===== src/shared/gpt_defs.vh =====
// Constants for the two-block general-purpose timer unit.
`ifndef GPT_DEFS_VH
`define GPT_DEFS_VH
`define REG_CTRL      8'h00
`define REG_CORE      8'h04
`define REG_AUXA      8'h08
`define REG_AUXB      8'h0c
`define REG_B2CORE    8'h10
`define REG_B2TB      8'h14
`define REG_STATUS    8'h18
`define REG_IRQ_EN    8'h1c
`define REG_IRQ_CLR   8'h20
`define REG_PHASE     8'h24
`define CTRL_RUN1     0
`define CTRL_RUN2     1
`define CTRL_DOWN     2
`define CTRL_RELA     3
`define CTRL_RELB     4
`define CTRL_BLOCK_ONE_PRESCALER_LO  5
`define CTRL_BLOCK_ONE_PRESCALER_HI  6
`define CTRL_BLOCK_TWO_PRESCALER_LO  7
`define CTRL_BLOCK_TWO_PRESCALER_HI  8
`define CTRL_TIS_LO   9
`define CTRL_TIS_HI   11
`define CTRL_DOWN2    12
`define CTRL_RESET    32'h0000_0000
`define BPS_FAST      2'h1
`define TIS_FAST      3'h0
`define ST_CORE_EVT   0
`define ST_B2_EVT     1
`define ST_WIDTH      2
`endif


===== src/hdl/block_two_sequencer.v =====
// Second timer block: phase sequencer and its two timers.
`include "gpt_defs.vh"
`default_nettype none
module block_two_sequencer (
  input  wire        ref_clk_in,    // System clock.
  input  wire        rst_b_in,      // Synchronous reset, active low.
  input  wire        run_in,        // Block runs while high.
  input  wire        down_in,       // Core timer of this block counts down.
  input  wire [1:0]  bps_in,        // Block prescaler selection.
  input  wire        wr_core_in,    // Software write to the core timer.
  input  wire        wr_tb_in,      // Software write to timer b.
  input  wire [15:0] wdata_in,      // Write data.
  output reg  [15:0] core_out,      // Core timer value.
  output reg  [15:0] tb_out,        // Timer b value.
  output reg         wrap_out,      // One-cycle pulse on core wrap.
  output reg  [3:0]  phase_out      // One-hot state.
);
  // One-hot states: core timer is handled before timer b.
  localparam [3:0] S0 = 4'h1;
  localparam [3:0] S1 = 4'h2;
  localparam [3:0] S2 = 4'h4;
  localparam [3:0] S3 = 4'h8;
  wire fast = (bps_in == `BPS_FAST); // Two-state short cycle.

  // The phase walks four states, or two in the fast setting.
  always @(posedge ref_clk_in) begin
    if (!rst_b_in) begin
      phase_out <= S0;
      core_out  <= 16'h0000;
      tb_out    <= 16'h0000;
      wrap_out  <= 1'b0;
    end else begin
      wrap_out <= 1'b0;
      case (phase_out)
        S0: begin
          phase_out <= S1;
          if (wr_core_in) begin
            core_out <= wdata_in;
          end else if (run_in) begin
            // Core timer first, 16-bit wrap both ways.
            core_out <= down_in ? core_out - 16'h0001 : core_out + 16'h0001;
            wrap_out <= down_in ? (core_out == 16'h0000) : (core_out == 16'hffff);
          end
        end
        S1: begin
          phase_out <= fast ? S0 : S2;
          if (wr_tb_in) begin
            tb_out <= wdata_in;
          end else if (run_in && wrap_out) begin
            // Timer b counts core wraps, processed after the core.
            tb_out <= tb_out + 16'h0001;
          end
        end
        S2: begin
          phase_out <= S3;
        end
        S3: begin
          phase_out <= S0;
        end
        default: begin
          phase_out <= S0;
        end
      endcase
      // Software writes land in the cycle they arrive, so none is lost to the phase slot.
      if (wr_core_in) begin
        core_out <= wdata_in;
      end
      if (wr_tb_in) begin
        tb_out <= wdata_in;
      end
    end
  end
endmodule
`default_nettype wire


===== src/hdl/gpt_unit.v =====
// Two-block timer unit with sequenced processing and APB registers.
`include "gpt_defs.vh"
`default_nettype none
module gpt_unit (
  input  wire        ref_clk_in,        // System clock, 25 MHz.
  input  wire        rst_b_in,          // Synchronous reset, active low.
  input  wire        psel_in,           // APB select.
  input  wire        penable_in,        // APB enable.
  input  wire        pwrite_in,         // APB direction.
  input  wire [7:0]  paddr_in,          // APB byte address.
  input  wire [31:0] pwdata_in,         // APB write data.
  output reg  [31:0] prdata_out,        // APB read data.
  output reg         pready_out,        // APB ready.
  output reg         pslverr_out,       // APB error on unmapped address.
  output reg         irq_out,           // Level interrupt.
  output reg         core_timer_toggle_out // Toggles on each core wrap.
);
  // One-hot block-one phases.
  localparam [7:0] P0 = 8'h01;
  localparam [7:0] P1 = 8'h02;
  localparam [7:0] P2 = 8'h04;
  localparam [7:0] P3 = 8'h08;
  localparam [7:0] P4 = 8'h10;

  reg  [31:0] ctrl;           // Control register.
  reg  [15:0] core_timer;     // Block-one core timer.
  reg  [15:0] aux_timer_a;    // Reload source a.
  reg  [15:0] aux_timer_b;    // Reload source b.
  reg  [`ST_WIDTH-1:0] status; // Sticky events.
  reg  [`ST_WIDTH-1:0] irq_en; // Interrupt enables.
  reg  [7:0]  phase;          // Block-one state.
  reg         core_wrap;      // Core wrapped in this basic cycle.
  reg         late_reload;    // Aux a reload held for one basic cycle.
  wire [15:0] b2_core;
  wire [15:0] b2_tb;
  wire        b2_wrap;
  wire [3:0]  b2_phase;

  wire [1:0] block_one_prescaler     = ctrl[`CTRL_BLOCK_ONE_PRESCALER_HI:`CTRL_BLOCK_ONE_PRESCALER_LO];
  wire [1:0] block_two_prescaler     = ctrl[`CTRL_BLOCK_TWO_PRESCALER_HI:`CTRL_BLOCK_TWO_PRESCALER_LO];
  wire [2:0] core_timer_input_select = ctrl[`CTRL_TIS_HI:`CTRL_TIS_LO];
  wire       count_down = ctrl[`CTRL_DOWN];
  wire       rel_a      = ctrl[`CTRL_RELA];
  wire       rel_b      = ctrl[`CTRL_RELB];
  wire       run1       = ctrl[`CTRL_RUN1];
  // Fastest setting shortens the cycle and delays the aux a reload.
  wire fast1   = (block_one_prescaler == `BPS_FAST);
  wire fastest = fast1 && (core_timer_input_select == `TIS_FAST);

  wire acc     = psel_in && penable_in;
  wire wr      = acc && pwrite_in;
  wire wr_core = wr && (paddr_in == `REG_CORE);
  wire wr_auxa = wr && (paddr_in == `REG_AUXA);
  wire wr_auxb = wr && (paddr_in == `REG_AUXB);

  // Decodes whether an address is in the map.
  function mapped;
    input [7:0] a;
    begin
      mapped = (a[1:0] == 2'h0) && (a <= `REG_PHASE);
    end
  endfunction

  // Wrap test for a 16-bit counter in the chosen direction.
  function wraps;
    input [15:0] v;
    input        dn;
    begin
      wraps = dn ? (v == 16'h0000) : (v == 16'hffff);
    end
  endfunction

  // Block one sequencer: each timer has its own phase so interactions resolve in order.
  always @(posedge ref_clk_in) begin
    if (!rst_b_in) begin
      phase                 <= P0;
      core_timer            <= 16'h0000;
      aux_timer_a           <= 16'h0000;
      aux_timer_b           <= 16'h0000;
      core_wrap             <= 1'b0;
      late_reload           <= 1'b0;
      core_timer_toggle_out <= 1'b0;
    end else begin
      case (phase)
        P0: begin
          // Core timer first.
          phase     <= P1;
          core_wrap <= 1'b0;
          if (wr_core) begin
            core_timer <= pwdata_in[15:0];
          end else if (late_reload) begin
            // Delayed aux a reload lands one basic cycle late.
            core_timer  <= aux_timer_a;
            late_reload <= 1'b0;
          end else if (run1) begin
            // Counter passes through 0000/FFFF before reload.
            core_timer <= count_down ? core_timer - 16'h0001
                                     : core_timer + 16'h0001;
            if (wraps(core_timer, count_down)) begin
              core_wrap             <= 1'b1;
              core_timer_toggle_out <= ~core_timer_toggle_out;
            end
          end
        end
        P1: begin
          // Aux a: all actions except capture.
          phase <= P2;
          if (wr_auxa) begin
            aux_timer_a <= pwdata_in[15:0];
          end else if (core_wrap && rel_a) begin
            if (fastest) begin
              late_reload <= 1'b1;
            end else begin
              core_timer <= aux_timer_a;
            end
          end
        end
        P2: begin
          // Aux b after aux a; never delayed.
          phase <= fast1 ? P3 : P4;
          if (wr_auxb) begin
            aux_timer_b <= pwdata_in[15:0];
          end else if (core_wrap && rel_b && !(rel_a && !fastest)) begin
            core_timer <= aux_timer_b;
          end
        end
        P3: begin
          // Aux a capture slot, last in the cycle; closes the fast cycle.
          phase <= P0;
        end
        default: begin
          // Normal prescaling idles through the remaining states.
          phase <= (phase == 8'h80) ? P3 : {phase[6:0], 1'b0};
        end
      endcase
      // Software writes take effect at the edge the access is taken, whatever the phase.
      // Without this a master with a fixed rhythm could miss the timer's slot forever.
      if (wr_core && !pready_out) begin
        core_timer <= pwdata_in[15:0];
      end
      if (wr_auxa && !pready_out) begin
        aux_timer_a <= pwdata_in[15:0];
      end
      if (wr_auxb && !pready_out) begin
        aux_timer_b <= pwdata_in[15:0];
      end
    end
  end

  block_two_sequencer u_block_two (
    .ref_clk_in (ref_clk_in),
    .rst_b_in   (rst_b_in),
    .run_in     (ctrl[`CTRL_RUN2]),
    .down_in    (ctrl[`CTRL_DOWN2]),
    .bps_in     (block_two_prescaler),
    .wr_core_in (wr && (paddr_in == `REG_B2CORE)),
    .wr_tb_in   (wr && (paddr_in == `REG_B2TB)),
    .wdata_in   (pwdata_in[15:0]),
    .core_out   (b2_core),
    .tb_out     (b2_tb),
    .wrap_out   (b2_wrap),
    .phase_out  (b2_phase)
  );

  // Sticky events: a set in the clearing cycle wins.
  wire [`ST_WIDTH-1:0] ev = {b2_wrap, core_wrap && (phase == P1)};
  wire [`ST_WIDTH-1:0] clr = (wr && (paddr_in == `REG_IRQ_CLR)) ?
                             pwdata_in[`ST_WIDTH-1:0] : {`ST_WIDTH{1'b0}};
  wire [`ST_WIDTH-1:0] next_status = (status & ~clr) | ev;

  // APB slave: one wait state, answer in the cycle after the access phase starts.
  always @(posedge ref_clk_in) begin
    if (!rst_b_in) begin
      ctrl        <= `CTRL_RESET;
      status      <= {`ST_WIDTH{1'b0}};
      irq_en      <= {`ST_WIDTH{1'b0}};
      prdata_out  <= 32'h0000_0000;
      pready_out  <= 1'b0;
      pslverr_out <= 1'b0;
      irq_out     <= 1'b0;
    end else begin
      status  <= next_status;
      irq_out <= |(next_status & irq_en);
      pready_out  <= acc && !pready_out;
      pslverr_out <= acc && !pready_out && !mapped(paddr_in);
      if (acc && !pready_out) begin
        if (pwrite_in) begin
          if (paddr_in == `REG_CTRL) begin
            ctrl <= {19'h00000, pwdata_in[12:0]};
          end
          if (paddr_in == `REG_IRQ_EN) begin
            irq_en <= pwdata_in[`ST_WIDTH-1:0];
          end
          prdata_out <= 32'h0000_0000;
        end else begin
          case (paddr_in)
            `REG_CTRL:   prdata_out <= ctrl;
            `REG_CORE:   prdata_out <= {16'h0000, core_timer};
            `REG_AUXA:   prdata_out <= {16'h0000, aux_timer_a};
            `REG_AUXB:   prdata_out <= {16'h0000, aux_timer_b};
            `REG_B2CORE: prdata_out <= {16'h0000, b2_core};
            `REG_B2TB:   prdata_out <= {16'h0000, b2_tb};
            `REG_STATUS: prdata_out <= {30'h00000000, status};
            `REG_IRQ_EN: prdata_out <= {30'h00000000, irq_en};
            `REG_PHASE:  prdata_out <= {20'h00000, b2_phase, phase};
            default:     prdata_out <= 32'h0000_0000;
          endcase
        end
      end
    end
  end
endmodule
`default_nettype wire


===== config.mk =====
export PLATFORM = sky130hd
export DESIGN_NAME = gpt_unit
export DESIGN_NICKNAME = d
export VERILOG_FILES = /design/src/hdl/block_two_sequencer.v /design/src/hdl/gpt_unit.v
export VERILOG_INCLUDE_DIRS = /design/src /design/src/shared
export SDC_FILE = /design/constraint.sdc
export NUM_CORES = 1
export LEC_CHECK = 0
export ABC_AREA = 1
export ABC_CLOCK_PERIOD_IN_PS = 5270
export BUFFER_PORTS_ARGS = -buffer_cell sky130_fd_sc_hd__buf_2
export CAP_MARGIN = 40
export CORE_UTILIZATION = 65
export DETAILED_ROUTE_END_ITERATION = 7
export GPL_TIMING_DRIVEN = 0
export HOLD_SLACK_MARGIN = 0.03
export PLACE_DENSITY_LB_ADDON = 0.2
export SLEW_MARGIN = 40
export SYNTH_ARGS = -nofsm -noshare
export SYNTH_HDL_FRONTEND = slang
export SYNTH_SLANG_ARGS = --single-unit

===== constraint.sdc =====
create_clock -name ref_clk_in -period 5.27 [get_ports ref_clk_in]
set_input_delay 0.527 -clock ref_clk_in [delete_from_list [all_inputs] [get_ports ref_clk_in]]
set_output_delay 0.527 -clock ref_clk_in [all_outputs]
set_load 0.005 [all_outputs]

Word-level counts from Yosys, hierarchy flattened
Cells that the tools add are included.

operators by class
  add/sub/neg operators = 5
  magnitude comparators = 1
  equality and inequality tests = 31
  muxes and demuxes = 43
  bitwise logic cells = 10
  reductions and logical operators = 51

operator list
  operator                 count
  $mux W16                 24
  $pmux W16 S9             1
  $add A16 B1 Y16 const B  3
  $pmux W16 S3             1
  $eq A16 B16 Y1 const B   2
  $eq A8 B5 Y1 const B     4
  $logic_not A16 Y1        2
  $pmux W8 S4              1
  $sub A16 B1 Y16 const B  2
  $eq A8 B4 Y1 const B     3
  $logic_and A1 B1 Y1      21
  $reduce_bool A2 Y1       9
  $eq A8 B3 Y1 const B     2
  $eq A8 B6 Y1 const B     2
  $ne A3 B3 Y1 const B     5
  $pmux W4 S3              1
  $mux W1                  10
  $reduce_and A5 Y1        2
  $eq A8 B1 Y1 const B     1
  $eq A8 B2 Y1 const B     1
  $eq A8 B8 Y1 const B     1
  $le A8 B6 Y1 const B     1
  $logic_not A8 Y1         1
  $mux W8                  1
  other kinds (23)         40

storage, ports and cells
  bits in registers = 148
  output and inout port bits = 36
  word-level logic and storage cells = 159

Depth between registers and ports, before layout
  depth in word-level cells = 10
  depth in mapped cells = 14
  mapped depth without buffers = 14

Modules after synthesis
Synthesis repeated with hierarchy kept, for this count alone.

second synthesis, totals
  cells, all modules = 1,465
  area, all modules = 9,213.8 µm²

modules (own cells, without submodules)
  module               times used  cells an instance  area each (µm²)
  gpt_unit             1           1,022              6,354.8
  block_two_sequencer  1           443                2,859.0

Worst setup path after synthesis
Ideal clock, no wire load.

  path type = register to register
  start point = register ctrl[12]
  end point = register u_block_two.core_out[14]
  data arrival time = 2.113 ns
  required time = 5.135 ns
  slack = 3.021 ns
  stages on the path, launching flop included = 10
  path buffers = 0
  period minus slack after synthesis = 2.249 ns
  path through = dfxtp_1 inv_1 fa_1 o21ai_0 a21boi_0 nand3b_1 nand2_1 nand2_1 nand3_1 a21oi_1

between the ends
  longest elaborated chain between the ends = 4

ends and longest elaborated chain
  item                    line                      source
  start, declared         gpt_unit.v:25             reg [31:0] ctrl;
  start signal, assigned  gpt_unit.v:174            ctrl <= `CTRL_RESET;
  start signal, assigned  gpt_unit.v:189            ctrl <= {19'h00000, pwdata_in[12:0]};
  $mux W16                block_two_sequencer.v:41  core_out <= down_in ? core_out - 16'h0001 : core_out + 16'h0001;
  $mux W16                block_two_sequencer.v:39  end else if (run_in) begin
  $mux W16                block_two_sequencer.v:34  case (phase_out)
  $mux W16                block_two_sequencer.v:65  if (wr_core_in) begin
  end signal, assigned    block_two_sequencer.v:38  core_out <= wdata_in;
  end signal, assigned    block_two_sequencer.v:41
  end signal, assigned    block_two_sequencer.v:66  core_out <= wdata_in;
  end, declared           block_two_sequencer.v:13  output reg [15:0] core_out,

Every way passes these cells. The select of a mux whose other input is x is not followed.
A chain may end at the register's enable or synchronous reset.

Worst setup path in the final report
Ends and elaborated chain as after synthesis.

==> metrics.txt <==
Mapped Cells=1411; setup violators final=0; Routed WL=31400 µm; type of the worst setup path=flip-flop to flip-flop; R2R Path End=u_block_two.core_out[14]$_SDFFE_PN0P_; synthesized flop and latch total=132; Fill cells=1102; skew final=8.44 ps; Max Freq=346 MHz; Hold Crit Start=rst_b_in; relative slew slack=0.454; root buf cell=clkbuf_16; # diodes=0; critical path depth=8; worst-path cell chain=inv_1, fa_1, o21ai_0, a21boi_0, nand3b_1, nand3_1, nand3_1, a21oi_1; die height=119 µm; power per cell area=258 mW/mm²; number of flops mapped to enable cells by yosys=0; Synth warnings=0; Via density=6.24; sequential cell area=0.00264 mm²; Syn Area/Cell=6.34 µm²; global-route wire length before repair=48300 µm; multi-input combinational cell area=0.00526 mm²; Min-Delay Endpoint=u_block_two.phase_out[3]$_SDFF_PN0_; final hold vios=0; post-CTS sizing=0; delay-heaviest family, CP=compound AO/OA/AOI/OAI gates; Peak VDD IR=0.273 mV; critical register-to-register path startpoint=ctrl[12]$_SDFFE_PN0P_; CTS max path bufs=2; number of H-tree levels=4; placed wire-length estimate=23500 µm; Buf+Inv Stages, Crit Path=1; FP Rows=42; vias in the first global route=9270; grt ovf=0; Critical Path AT=3260 ps; Slowest-stage cell, CP=dfxtp_1; GPL Wtd Cong=1.04; Critical Path Source Type=flip-flop; First DRT Iteration DRCs=1807; Final #Nets=1570; worst skew pair latency=440 ps; peak per-stage delay on the critical path=760 ps; worst slew pin tran=819 ps; period utilization=0.548; max-cap violations=0; die span in x=119 µm; Layout area overhead=12.9%; Worst Hold Depth=3; Min-Delay Path Class=input port to flip-flop; RSZ-0062 raised after global routing=no; Yosys top cell area share=0.295; Clock transition at path regs=60 ps; Residual DRC=0; largest net degree at the start of global routing=21; P_leak=4.63 nW; gr usage total=0.442; Max Fanout on Critical Path=18; Top FF cell, synth=dfxtp_1; initial antenna violation count=0; core area=0.0133 mm²; Pins Over Slew Limit=0; layout cells sized above 1=0.113; Port Buffers=48; top cells by area, synth=dfxtp_1 (30%), nand2_1 (15%), inv_1 (8.2%); Seq/Total Area, Yosys=0.295; ys async rst share=0; outcome=finished clean; Pre-antenna DRT Iters=7; post-layout minimum cycle time=2890 ps; dominant cell by count in the synthesized netlist=nand2_1; worst setup margin=2380 ps; Starting Density=0.671; leading area contributor after synthesis=dfxtp_1; Antenna Nets Post-Route=0; Unique masters post-synth=49; Mapped Area=0.00895 mm²; Critical Path End Type=flip-flop; postcts setup bufs=0; Die Footprint=0.0142 mm²; TNS Setup=0 ps; Reg2Reg Setup Slack=2380 ps; CTS tree=built; cts bufs inserted=17; routed via count=10501; CTS Hold Bufs=0; io pins=81; most used cell, CP=nand3_1; WP data required=5650 ps; pre-CTS setup slack=2370 ps; Commonest cells post-synth=nand2_1 (346), inv_1 (196), a21oi_1 (142); worst r2r path cells=8; TritonCTS Sinks=132; drt wl/cell=18.6 µm
-- per-stage QoR --
stage | hold slack [ps] | util | cells | total power [mW] | area [µm²]
6_report | 415 | 0.757 | 1683 | 2.61 | 10100
5_1_grt | 451 | 0.757 | 1683 | 2.66 | 10100
4_1_cts | 420 | 0.756 | 1682 | 2.58 | 10100
3_5_place_dp | 419 | 0.710 | 1650 | 1.33 | 9470
3_3_place_gp | 419 | 0.709 | 1650 | 1.32 | 9470
2_1_floorplan | 407 | - | 1426 | 1.24 | 9010
-- worst reg2reg max path: cells and delay by family, from the launching register on --
| kind | cells | cell delay (ps) |
|---|---|---|
| AOI/OAI and AO/OA | 3 | 960 |
| adders and majority gates | 1 | 460 |
| buffers and inverters | 1 | 200 |
| DFF | 1 | 760 |
| and+or+nand+nor | 3 | 450 |
-- placed cells by master, fill, tap and decap left out, drive strengths merged --
cell and n:
nand2 359, inv 206, a21oi 154, dfxtp 132, o21ai 120, nor2 102, nand3 89, buf 80
clkbuf 44, nand4 32, o22ai 30, ha 29, nor3 20, conb 16, xor2 14, clkinv 10
a31oi 9, o211ai 7, nor4 7, o31ai 6, nand3b 5, xnor2 4, o221ai 4, bufinv 4
a211oi 3, or2 3, a21o 3, o2111ai 3, clkinvlp 3, o21a 2, a21boi 2, fa 2
and2 1, a22o 1, o21bai 1
-- logic make-up after synthesis --
kind of cell             after synthesis  share of synthesized area
AO/OA/AOI/OAI                        345                      0.213
flip-flops                           132                      0.295
buffers and inverters                266                      0.124
XOR/XNOR                              18                     0.0176
other                                  1                   0.000419
AND/OR/NAND/NOR                      618                      0.305
adder cells (fa/ha/maj)               31                     0.0450
-- report_power, final --
| part | total, mW | leakage [nW] | internal, mW | switching (mW) |
|---|---|---|---|---|
| registers | 1.05 | 1.07 | 1.02 | 0.0270 |
| clock network | 1.28 | 0.301 | 0.800 | 0.484 |
| logic | 0.279 | 3.26 | 0.0907 | 0.189 |
| total | 2.61 | 4.63 | 1.91 | 0.700 |
-- final cells by class --
cell class                 instances  area share
buffer                            57      0.0313
clock buffer                      18      0.0435
clock inverter                    14      0.0183
inverter                         209      0.0781
multi-input combinational       1028       0.520
sequential                       132       0.262
tap                              176      0.0218
timing repair buffer              49      0.0249
-- sequential cells by signal, indices dropped and copies added, names as in the netlist, 2 cells and up --
signal                 count
aux_timer_b               16
u_block_two.tb_out        16
core_timer                16
aux_timer_a               16
prdata_out                16
ctrl                      13
phase                      8
irq_en                     2
u_block_two.phase_out      4
u_block_two.core_out      16
status                     2
-- layer usage --
layer,up-vias,GRT usage,wire length [µm],share of wire
li1,4810,-,-,-
met1,4628,0.569,12000,0.38
met2,882,0.665,13000,0.41
met3,181,0.109,4370,0.14
met4,0,0.269,2070,0.066
met5,-,0,0,0
-- worst max-delay path by stage --
stage,from,end
after floorplan,ctrl[12]$_SDFFE_PN0P_,u_block_two.core_out[14]$_SDFFE_PN0P_
after global placement,ctrl[12]$_SDFFE_PN0P_,u_block_two.core_out[14]$_SDFFE_PN0P_
after detailed placement,ctrl[12]$_SDFFE_PN0P_,u_block_two.core_out[14]$_SDFFE_PN0P_
after CTS,ctrl[12]$_SDFFE_PN0P_,u_block_two.core_out[14]$_SDFFE_PN0P_
after global routing,ctrl[12]$_SDFFE_PN0P_,u_block_two.core_out[10]$_SDFFE_PN0P_
final,ctrl[12]$_SDFFE_PN0P_,u_block_two.core_out[14]$_SDFFE_PN0P_
No activity file was read; power rests on OpenSTA's default activity.
